<file path="src/flpm_pkg.sv">
// Constants shared by the four-level packet modem core.
// Assumes one 200 MHz clock and a byte-wide asynchronous host bus.
`default_nettype none
package flpm_pkg;
  localparam int CLK_HZ    = 200000000;
  localparam int SYM_HZ    = 9600;
  localparam int SYM_CLKS  = CLK_HZ / SYM_HZ;
  localparam int BLK_BYTES = 12;
  localparam int BLK_SYMS  = 64;
  localparam int SYNC_SYMS = 24;
  localparam int BIAS_SYMS = 8;
  localparam int FOUR_SYMS = 4;
  localparam int LEV_SHIFT = 4;
  localparam int AQ_SYMS   = 16;
  // Register select codes {reg_select_hi, reg_select_lo}.
  localparam logic [1:0] SEL_DATA = 2'h0;
  localparam logic [1:0] SEL_CMD  = 2'h1;
  localparam logic [1:0] SEL_CTL  = 2'h2;
  localparam logic [1:0] SEL_MODE = 2'h3;
  // Bit positions.
  localparam int ST_BUFFER_FREE_FLAG   = 7;
  localparam int ST_IRQ     = 6;
  localparam int ST_CRCERR  = 5;
  localparam int ST_SYNC    = 4;
  localparam int ST_FECERR  = 3;
  localparam int CMD_AQSC   = 7;
  localparam int CMD_AQLEV  = 6;
  localparam int CMD_CRC    = 5;
  localparam int MODE_TX    = 7;
  localparam int MODE_IRQEN = 6;
  localparam int CTL_EYE    = 0;
  // Task codes.
  localparam logic [2:0] TASK_NULL         = 3'h0;
  localparam logic [2:0] TASK_HEADER_BLOCK = 3'h1;
  localparam logic [2:0] TASK_INTER_BLOCK  = 3'h2;
  localparam logic [2:0] TASK_LAST_BLOCK   = 3'h3;
  localparam logic [2:0] TASK_FOUR_SYM     = 3'h4;
  localparam logic [2:0] TASK_TWENTYFOUR   = 3'h5;
  localparam logic [2:0] TASK_RX_FOUR_SYM  = 3'h6;
  localparam logic [2:0] TASK_RESET        = 3'h7;
  // Reset values, CRC polynomial and sync pattern.
  localparam logic [7:0]  REG_RST   = 8'h00;
  localparam logic [12:0] HOST_IDLE = 13'h1c00;
  localparam logic [8:0]  AMP_RST   = 9'h020;
  localparam logic [15:0] CRC_POLY  = 16'h1021;
  localparam logic [15:0] CRC_ONES  = 16'hffff;
  localparam logic [15:0] CRC_ZERO  = 16'h0000;
  localparam logic [47:0] FSYNC_PAT = 48'h3a5c_96f0_e21b;
  // Output levels around the bias point.
  localparam logic signed [7:0] LVL_BIAS = 8'h00;
  localparam logic signed [7:0] LVL_P3   = 8'h60;
  localparam logic signed [7:0] LVL_P1   = 8'h20;
  localparam logic signed [7:0] LVL_M1   = 8'he0;
  localparam logic signed [7:0] LVL_M3   = 8'ha0;
  typedef enum logic [1:0] {E_IDLE, E_WAIT, E_XFER, E_LOAD} flpm_eng_t;
endpackage
`default_nettype wire

</file>
<file path="src/flpm_core.sv">
// Four-level packet modem core: host bus, block buffer, CRC, FEC,
// interleave, frame sync, symbol timing and level tracking.
// Assumes host pins and the received sample arrive asynchronously.
// Operation
// - Drive data bus only during selected read.
// - Select, strobes and register selects govern transfers.
// - Twelve-byte data buffer for both directions.
// - Generate CRC on transmit, check on receive.
// - FEC encode to symbols, decode with parity error detection.
// - Interleave and de-interleave symbols within blocks.
// - Search frame sync only in receive mode.
// - Receive mode output bias, or eye signal.
// - Bias for eight symbols entering transmit.
// - Receive-only clock recovery and level tracking.
// - Symbol rate divided down from reference clock.
// - Frame is preamble then formatted blocks.
// - Host loads buffer, commands; device formats, sends.
// - Receive task collects, decodes, checks, fills buffer.
// - Unformatted four, twenty-four and receive-four tasks.
// - Dibit map: 11,10,00,01 to +3,+1,-1,-3.
// - Byte becomes four symbols and back.
// - Block tasks code three bits per symbol pair.
// - Frame carries header, intermediate or last blocks.
// - Register selects choose four write, three read.
// - Task clears buffer free; transfer sets it, interrupts.
// - Checksum select: ones when 0, zeros when 1.
//
// Added by the designer: the address map and strobed register access.
`timescale 1ns/1ps
`default_nettype none
module flpm_core #(
  parameter int          SYM_DIV = flpm_pkg::SYM_CLKS,
  parameter logic [47:0] FSYNC   = flpm_pkg::FSYNC_PAT
) (
  input  wire logic              ref_clk_in,
  input  wire logic              rst_in,
  input  wire logic              device_select_n_in,
  input  wire logic              write_strobe_n_in,
  input  wire logic              read_strobe_n_in,
  input  wire logic              reg_select_lo_in,
  input  wire logic              reg_select_hi_in,
  input  wire logic [7:0]        data_in,
  output logic      [7:0]        data_out,
  output logic                   data_oe_out,
  output logic                   interrupt_out_n,
  output logic                   interrupt_oe_out,
  input  wire logic signed [7:0] rx_sample_in,
  output logic signed [7:0]      tx_signal_out
);
  import flpm_pkg::*;
  localparam int DW = $clog2(SYM_DIV);

  function automatic logic [15:0] crc_byte(input logic [15:0] c,
                                           input logic [7:0]  b);
    logic [15:0] r;
    r = c;
    for (int i = 7; i >= 0; i--) begin
      r = {r[14:0], 1'b0} ^ ((r[15] ^ b[i]) ? CRC_POLY : CRC_ZERO);
    end
    return r;
  endfunction

  function automatic logic signed [7:0] lvl(input logic [1:0] d);
    case (d)
      2'h3:    lvl = LVL_P3;
      2'h2:    lvl = LVL_P1;
      2'h0:    lvl = LVL_M1;
      default: lvl = LVL_M3;
    endcase
  endfunction

  logic [12:0]       hs1, hs2;
  logic signed [7:0] rx1, rx2;
  logic              wr_act, rd_act;
  logic [1:0]        acc_sel;
  logic [7:0]        wr_dat, cmd_reg, ctl_reg, mode_reg;
  logic [3:0]        hptr, idx, bias_cnt;
  logic [7:0]        dbuf [BLK_BYTES];
  logic [1:0]        sym  [BLK_SYMS];
  logic [95:0]       blk;
  flpm_eng_t         eng;
  logic [2:0]        task_q;
  logic [15:0]       crc_run, crc2;
  logic [5:0]        rcnt, tcnt, tx_len;
  logic              crc_sel, srch, buffer_free_flag, irq, crc_err, fec_err;
  logic              sync_found, tx_go, tx_busy, tx_il, mode_q, sgn_q;
  logic [DW-1:0]     sym_cnt;
  logic signed [7:0] dc;
  logic signed [8:0] amp;
  logic [4:0]        aq_cnt;
  logic [47:0]       rx_hist;
  logic [1:0]        fec_sym [BLK_SYMS];
  logic [1:0]        load_sym [BLK_SYMS];
  logic [95:0]       dec_flat;
  logic [31:0]       par_bad;

  // Two-stage synchronisers for host pins and the received sample.
  // Host pin synchronising.
  wire logic [12:0] h_raw = {device_select_n_in, write_strobe_n_in,
                             read_strobe_n_in, reg_select_hi_in,
                             reg_select_lo_in, data_in};
  always_ff @(posedge ref_clk_in or posedge rst_in) begin
    if (rst_in) begin
      hs1 <= HOST_IDLE;
      hs2 <= HOST_IDLE;
      rx1 <= LVL_BIAS;
      rx2 <= LVL_BIAS;
    end else begin
      hs1 <= h_raw;
      hs2 <= hs1;
      rx1 <= rx_sample_in;
      rx2 <= rx1;
    end
  end

  wire logic       cs_n = hs2[12];
  wire logic       wr_n = hs2[11];
  wire logic       rd_n = hs2[10];
  wire logic [1:0] rsel = hs2[9:8];
  wire logic       wr_done = wr_act & wr_n;
  wire logic       rd_done = rd_act & rd_n;

  always_ff @(posedge ref_clk_in or posedge rst_in) begin
    if (rst_in) begin
      wr_act  <= 1'b0;
      rd_act  <= 1'b0;
      acc_sel <= SEL_DATA;
      wr_dat  <= REG_RST;
    end else begin
      wr_act <= !cs_n & !wr_n;
      rd_act <= !cs_n & !rd_n;
      if (!cs_n & !wr_n) wr_dat <= hs2[7:0];
      if (!cs_n & (!wr_n | !rd_n)) acc_sel <= rsel;
    end
  end

  wire logic we_buf  = wr_done & (acc_sel == SEL_DATA);
  wire logic we_cmd  = wr_done & (acc_sel == SEL_CMD);
  wire logic we_ctl  = wr_done & (acc_sel == SEL_CTL);
  wire logic we_mode = wr_done & (acc_sel == SEL_MODE);
  wire logic re_buf  = rd_done & (acc_sel == SEL_DATA);
  wire logic re_stat = rd_done & (acc_sel == SEL_CMD);
  wire logic tx_mode = mode_reg[MODE_TX];
  wire logic [2:0] task_w = wr_dat[2:0];
  wire logic task_rst = we_cmd & (task_w == TASK_RESET);
  wire logic task_go  = we_cmd & (task_w != TASK_RESET)
                        & (task_w != TASK_NULL);
  wire logic unf_q = (task_q == TASK_FOUR_SYM)
                     | (task_q == TASK_TWENTYFOUR)
                     | (task_q == TASK_RX_FOUR_SYM);
  wire logic crc_app = tx_mode & ((task_q == TASK_HEADER_BLOCK)
                                  | (task_q == TASK_LAST_BLOCK));
  wire logic [15:0] crc_init = crc_sel ? CRC_ZERO : CRC_ONES;

  always_ff @(posedge ref_clk_in or posedge rst_in) begin
    if (rst_in) begin
      cmd_reg  <= REG_RST;
      ctl_reg  <= REG_RST;
      mode_reg <= REG_RST;
      mode_q   <= 1'b0;
    end else begin
      if (we_cmd) cmd_reg <= wr_dat;
      if (we_ctl) ctl_reg <= wr_dat;
      if (we_mode) mode_reg <= wr_dat;
      mode_q <= tx_mode;
    end
  end

  wire logic tick = sym_cnt == DW'(SYM_DIV - 1);
  wire logic signed [8:0] d_now = 9'(rx2) - 9'(dc);
  wire logic signed [8:0] mag = d_now[8] ? -d_now : d_now;
  wire logic resync = !tx_mode & (d_now[8] != sgn_q);
  wire logic [2:0] sh = (aq_cnt != 5'h00) ? 3'h1 : 3'(LEV_SHIFT);
  wire logic [1:0] sliced = (d_now >= amp) ? 2'h3 :
                            !d_now[8] ? 2'h2 :
                            (d_now > -amp) ? 2'h0 : 2'h1;
  wire logic aq_go = we_cmd & !task_rst & !tx_mode & wr_dat[CMD_AQLEV];

  always_ff @(posedge ref_clk_in or posedge rst_in) begin
    if (rst_in) begin
      sym_cnt <= '0;
      sgn_q   <= 1'b0;
      dc      <= LVL_BIAS;
      amp     <= AMP_RST;
      aq_cnt  <= 5'h00;
      rx_hist <= '0;
    end else begin
      sgn_q <= d_now[8];
      if (resync) sym_cnt <= DW'(SYM_DIV / 2);
      else if (tick) sym_cnt <= '0;
      else sym_cnt <= sym_cnt + 1'b1;
      if (aq_go) aq_cnt <= 5'(AQ_SYMS);
      else if (tick && aq_cnt != 5'h00) aq_cnt <= aq_cnt - 1'b1;
      if (tick && !tx_mode) begin
        dc      <= 8'(9'(dc) + (d_now >>> sh));
        amp     <= amp + ((mag - amp) >>> sh);
        rx_hist <= {rx_hist[45:0], sliced};
      end
    end
  end

  wire logic sync_hit = {rx_hist[45:0], sliced} == FSYNC;

  // Three bits to two symbols with parity, and back.
  for (genvar k = 0; k < 32; k++) begin : g_fec
    wire logic [2:0] t = blk[95-3*k -: 3];
    assign fec_sym[2*k]   = t[2:1];
    assign fec_sym[2*k+1] = {t[0], ^t};
    assign dec_flat[95-3*k -: 3] = {sym[2*k], sym[2*k+1][1]};
    assign par_bad[k] = ^{sym[2*k], sym[2*k+1]};
  end
  for (genvar k = 0; k < BLK_SYMS; k++) begin : g_load
    localparam int DB = (k < 48) ? 95 - 2 * k : 1;
    assign load_sym[k] = unf_q ? blk[DB -: 2] : fec_sym[k];
  end

  wire logic [5:0] rx_addr = unf_q ? rcnt : {rcnt[2:0], rcnt[5:3]};
  wire logic [5:0] taddr = tx_il ? {tcnt[2:0], tcnt[5:3]} : tcnt;
  wire logic [5:0] rlen = unf_q ? 6'(FOUR_SYMS - 1) : 6'(BLK_SYMS - 1);
  wire logic rx_store = (eng == E_WAIT) & !tx_mode & tick & !srch;
  wire logic x_start = (eng == E_WAIT) & (tx_mode ? !tx_busy & !tx_go
                                          : rx_store & (rcnt == rlen));
  wire logic last_x = idx == 4'(BLK_BYTES - 1);
  wire logic [7:0] rx_byte = unf_q ? {sym[0], sym[1], sym[2], sym[3]}
                                   : dec_flat[95-8*idx -: 8];
  wire logic [7:0] tx_byte = (crc_app && idx >= 4'ha)
                             ? (idx == 4'ha ? crc_run[15:8] : crc_run[7:0])
                             : dbuf[idx];
  wire logic [7:0] x_byte = tx_mode ? tx_byte : rx_byte;
  wire logic crc_on = !(crc_app && idx >= 4'ha);

  always_ff @(posedge ref_clk_in) begin
    if (eng == E_XFER && !tx_mode) dbuf[idx] <= x_byte;
    // Host writes assume the buffer is free.
    else if (we_buf && tx_mode) dbuf[hptr] <= wr_dat;
    if (eng == E_XFER) blk[95-8*idx -: 8] <= x_byte;
    if (eng == E_LOAD && tx_mode) begin
      for (int k = 0; k < BLK_SYMS; k++) sym[k] <= load_sym[k];
    end else if (rx_store) sym[rx_addr] <= sliced;
  end

  always_ff @(posedge ref_clk_in or posedge rst_in) begin
    if (rst_in) begin
      eng <= E_IDLE;
      task_q <= TASK_NULL;
      idx <= 4'h0;
      rcnt <= 6'h00;
      crc_run <= CRC_ONES;
      crc2 <= CRC_ONES;
      crc_sel <= 1'b0;
      srch <= 1'b0;
      buffer_free_flag <= 1'b1;
      irq <= 1'b0;
      crc_err <= 1'b0;
      fec_err <= 1'b0;
      sync_found <= 1'b0;
      tx_go <= 1'b0;
      tx_len <= 6'h00;
      tx_il <= 1'b0;
    end else begin
      tx_go <= 1'b0;
      if (re_stat) irq <= 1'b0;
      if (srch && tx_mode) srch <= 1'b0;
      if (task_rst) begin
        eng <= E_IDLE;
        buffer_free_flag <= 1'b1;
        srch <= 1'b0;
      end else begin
        case (eng)
          E_IDLE: begin
            if (task_go) begin
              eng <= E_WAIT;
              task_q <= task_w;
              buffer_free_flag <= 1'b0;
              rcnt <= 6'h00;
              crc_sel <= wr_dat[CMD_CRC];
              srch <= !tx_mode && task_w == TASK_HEADER_BLOCK;
            end
          end
          E_WAIT: begin
            if (srch && tick && sync_hit) begin
              srch <= 1'b0;
              sync_found <= 1'b1;
            end
            if (rx_store) rcnt <= rcnt + 1'b1;
            if (x_start) begin
              eng <= E_XFER;
              idx <= 4'h0;
              crc_run <= (task_q == TASK_HEADER_BLOCK) ? crc_init : crc2;
            end
          end
          E_XFER: begin
            if (crc_on) crc_run <= crc_byte(crc_run, x_byte);
            idx <= idx + 1'b1;
            if (last_x) eng <= E_LOAD;
          end
          default: begin
            eng <= E_IDLE;
            // Transfer done sets buffer free and interrupt.
            buffer_free_flag <= 1'b1;
            irq <= 1'b1;
            if (task_q == TASK_HEADER_BLOCK) crc2 <= crc_init;
            if (task_q == TASK_INTER_BLOCK) crc2 <= crc_run;
            if (tx_mode) begin
              tx_go <= 1'b1;
              tx_il <= !unf_q;
              tx_len <= (task_q == TASK_FOUR_SYM) ? 6'(FOUR_SYMS - 1) :
                        (task_q == TASK_TWENTYFOUR) ? 6'(SYNC_SYMS - 1) :
                        6'(BLK_SYMS - 1);
            end else if (!unf_q) begin
              crc_err <= crc_run != CRC_ZERO;
              fec_err <= |par_bad;
            end
          end
        endcase
      end
    end
  end

  always_ff @(posedge ref_clk_in or posedge rst_in) begin
    if (rst_in) hptr <= 4'h0;
    else if (task_go || task_rst || eng == E_LOAD) hptr <= 4'h0;
    else if ((we_buf && tx_mode) || re_buf)
      hptr <= (hptr == 4'(BLK_BYTES - 1)) ? 4'h0 : hptr + 1'b1;
  end

  always_ff @(posedge ref_clk_in or posedge rst_in) begin
    if (rst_in) begin
      bias_cnt <= 4'h0;
      tx_busy <= 1'b0;
      tcnt <= 6'h00;
      tx_signal_out <= LVL_BIAS;
    end else begin
      if (tx_mode && !mode_q) bias_cnt <= 4'(BIAS_SYMS);
      else if (tick && bias_cnt != 4'h0) bias_cnt <= bias_cnt - 1'b1;
      if (!tx_mode || task_rst) tx_busy <= 1'b0;
      else if (tx_go) begin
        tx_busy <= 1'b1;
        tcnt <= 6'h00;
      end else if (tick && tx_busy && bias_cnt == 4'h0) begin
        tcnt <= tcnt + 1'b1;
        if (tcnt == tx_len) tx_busy <= 1'b0;
      end
      if (!tx_mode) tx_signal_out <= ctl_reg[CTL_EYE] ? rx2 : LVL_BIAS;
      else if (tick || !mode_q)
        tx_signal_out <= (tx_busy && bias_cnt == 4'h0) ? lvl(sym[taddr])
                                                       : LVL_BIAS;
    end
  end

  wire logic [7:0] status = {buffer_free_flag, irq, crc_err, sync_found,
                             fec_err, 3'h0};
  wire logic [7:0] rd_mux = (rsel == SEL_DATA) ? dbuf[hptr] :
                            (rsel == SEL_CMD) ? status :
                            (rsel == SEL_CTL) ? amp[7:0] : 8'h00;
  wire logic irq_drive = irq & mode_reg[MODE_IRQEN];

  // Bus drive only while selected read.
  always_ff @(posedge ref_clk_in or posedge rst_in) begin
    if (rst_in) begin
      data_out <= 8'h00;
      data_oe_out <= 1'b0;
      interrupt_out_n <= 1'b1;
      interrupt_oe_out <= 1'b0;
    end else begin
      data_out <= rd_mux;
      data_oe_out <= !cs_n & !rd_n;
      interrupt_out_n <= !irq_drive;
      interrupt_oe_out <= irq_drive;
    end
  end
endmodule // flpm_core
`default_nettype wire

</file>
<file path="config.mk">
export PLATFORM = sky130hd
export DESIGN_NAME = flpm_core
export DESIGN_NICKNAME = d
export VERILOG_FILES = /design/src/flpm_pkg.sv /design/src/flpm_core.sv
export SDC_FILE = /design/constraint.sdc
export NUM_CORES = 2
export LEC_CHECK = 0
export ABC_AREA = 1
export BUFFER_PORTS_ARGS = -buffer_cell sky130_fd_sc_hd__buf_4
export CAP_MARGIN = 20
export CORE_MARGIN = 1
export CORE_UTILIZATION = 52
export DETAILED_ROUTE_END_ITERATION = 8
export HOLD_SLACK_MARGIN = 0.03
export PLACE_DENSITY = 0.68
export SETUP_SLACK_MARGIN = 0.02
export SYNTH_ARGS = -nofsm -noshare
export SYNTH_HDL_FRONTEND = slang
export SYNTH_SLANG_ARGS = --single-unit
</file>
<file path="constraint.sdc">
create_clock -name ref_clk_in -period 9.7 [get_ports ref_clk_in]
set_input_delay 0.485 -clock ref_clk_in [delete_from_list [all_inputs] [get_ports ref_clk_in]]
set_output_delay 0.485 -clock ref_clk_in [all_outputs]
set_load 0.02 [all_outputs]
</file>
==> results_dict.tcl <==
set metrics [dict create \
    outcome "complete, no violations" \
    vias 28400 \
    num_rows 91 \
    mostFrequentLayoutCells "nand2_1 (1171), o21ai_0 (403), inv_1 (395)" \
    start_util 0.527 \
    globalplace.congestion 1.00 \
    cpMaxStageDelayCell "fa_1" \
    grt_pass1_vias 26300 \
    finalSetupViolations 0 \
    max_stage_delay_ns 0.42 \
    die_area_sq_um 63700 \
    clk_path_buf_depth 3 \
    antenna_found_initial 0 \
    synth-async-reset-ratio 0.422 \
    cts_tree "built" \
    postLayoutCellArea_sq_um 35700 \
    io_buffers 41 \
    synthSimpleGateAreaFrac 0.252 \
    viasPerCell 5.69 \
    dr.pass1.iters 9 \
    rsz0062_at_grt "false" \
    finalHoldViolations 0 \
    die_h_um 252 \
    cts_resized 0 \
    fin_skew_ns 0.0199 \
    ios 42 \
    crit_required_ns 10.20 \
    cts_root_buffer "clkbuf_16" \
    top_regs "sym x128, blk x96, dbuf x96" \
    syn_area_sq_um 32600 \
    irDropWorstVdd_v 0.000391 \
    synth-seq-area-share 0.476 \
    worstPathArrival_ns 6.05 \
    synth_top_family_by_area "simple AND/OR/NAND/NOR gates" \
    p_per_area_nw_per_um2 284 \
    route.detailed.drc 0 \
    fill_cells 5664 \
    wl_per_cell_um 20.1 \
    grt_max_degree 113 \
    path_clk_slew_ns 0.06 \
    drt-initial-drc-count 3076 \
    cts_buffers 58 \
    area_growth_pct 9.51 \
    dp_hpwl_um 69700 \
    finalCritPeriodShare 0.573 \
    fin_crit_ns 5.56 \
    core_sq_um 61800 \
    largest_register "sym" \
    slew_violations 0 \
    endpoint_kind "flop" \
    largest_reg_flops 128 \
    grt_pass1_wl_um 154000 \
    finalWirelength_um 100000 \
    p_leak_nw 15.4 \
    yosysWarningCount 0 \
    fin_nets 4188 \
    path_max_fanout 12 \
    finalSetupTns_ns 0 \
    synth_xor_area_frac 0.0529 \
    synthFlopType "edfxtp_1" \
    multi_input_area_sq_um 14700 \
    avgSynthCellArea_sq_um 7.91 \
    clock-sinks 554 \
    synthDistinctLibCells 55 \
    instances_no_fill 4985 \
    synth_edf_count 320 \
    hold_class "flop to flop" \
    worst_setup_path_start_kind "flop" \
    whs_ns 0.347 \
    htreeDepth 2 \
    seq_area_sq_um 15500 \
    track_usage 0.316 \
    placed_area_sq_um 33400 \
    synth_nets 4209 \
    tightest_slew_ns 1.06 \
    cap_violations 0 \
    overflow 0 \
    setup.worst_path.class "flop to flop" \
    clock_latency_ns 0.64 \
    yosys_register_bits 554 \
    syn_inst 4118 \
    synthAdderAreaFrac 0.0270 \
    dpl.cell_count 4849 \
    maxSlewHeadroom 0.290 \
    fmax_ghz 0.180 \
    synth-compound-area-share 0.117 \
    antenna_left 0 \
    die-width_um 252 \
    layout_commonest_cell "nand2_1" \
    drive_gt1_frac 0.0694 \
    synth.area.mux_share 0.00200 \
]
[power by group]
group | internal, W | switching, W | leakage (nW)
combinational | 0.00116 | 0.00328 | 8.67
clock | 0.00137 | 0.000966 | 0.980
sequential | 0.00310 | 0.000261 | 5.79
[final timing paths]
check,start,endpoint,slack [ns],cells past startpoint
worst max-delay path,rx2[0]$_DFF_PP0_,amp[7]$_DFFE_PP0P_,4.14,31
worst min-delay path,hs1[2]$_DFF_PP0_,hs2[2]$_DFF_PP0_,0.35,0
worst max register to register,rx2[0]$_DFF_PP0_,amp[7]$_DFFE_PP0P_,4.14,31
worst min register to register,hs1[2]$_DFF_PP0_,hs2[2]$_DFF_PP0_,0.35,0
max in group asynchronous,rst_in,sym_cnt[7]$_DFF_PP0_,7.70,4
min in group asynchronous,rst_in,interrupt_oe_out$_DFF_PP0_,0.57,3
[stage by stage]
step	setup slack, ns	util	power [W]
after floorplan	2.86	-	0.00623
after global placement	4.17	0.541	0.00766
after detailed placement	4.20	0.541	0.00769
after CTS	4.16	0.577	0.0100
after global routing	3.43	0.577	0.0107
final	4.14	0.577	0.0101
[cell usage after synthesis, drive strengths merged, types with 2 or more instances]
library cell	n	area (sq um)
a21oi	149	768
a22oi	2	15.0
a31oi	16	100
and2	2	12.5
buf	53	337
clkbuf	128	480
dfrtp	193	4830
dfstp	41	1080
edfxtp	320	9610
fa	4	80.1
ha	64	801
inv	420	1580
mux2	4	45.0
mux2i	2	20.0
nand2	1193	4530
nand3	265	1340
nand3b	3	22.5
nand4	49	307
nor2	351	1370
nor3	94	475
nor4	21	131
o211ai	31	238
o21a	5	37.5
o21ai	464	2330
o21bai	2	15.0
o221ai	7	61.3
o22ai	27	169
o31ai	3	22.5
or2	4	25.0
xnor2	102	893
xor2	94	831
[cells by family (layout without fill, tap and decap cells)]
family / Yosys count / after routing
and+or+nand+nor: 1982 / 1982
adders and majority gates: 68 / 68
AOI/OAI and AO/OA: 711 / 711
other: 0 / 1
muxes: 6 / 6
buffers and inverters: 601 / 630
xor gates and xnor gates: 196 / 196
DFF: 554 / 554
[layout make-up]
type / count / share of cell area
clock inverters: 34 / 0.00996
well taps: 837 / 0.0293
clock buffers: 76 / 0.0460
diodes: 1 / 0.0000701
flip-flops and latches: 554 / 0.435
multi-input cells: 2963 / 0.412
inverters: 420 / 0.0445
repair buffers: 100 / 0.0229
[repair_timing]
| item | CTS | global route |
|---|---|---|
| hold endpoints to repair | 93 | 0 |
| hold buffers | 22 | 0 |
| setup buffers | 0 | 0 |
[critical path: cells and delay by family, from the launching register on]
family / cells / cell delay [ns]
simple gates: 12 / 1.35
fa+ha+maj: 4 / 1.32
buf+inv: 5 / 0.49
flops: 1 / 0.39
xor+xnor: 2 / 0.37
compound gates: 8 / 1.51
[routing by layer]
metal,part of all wire,up-vias,track usage
met5,0,-,0
met4,0.045,0,0.139
met3,0.087,282,0.0515
met1,0.42,13200,0.441
li1,-,13600,-
met2,0.45,1344,0.486
Note: power is estimated with default switching activity, not from simulation.
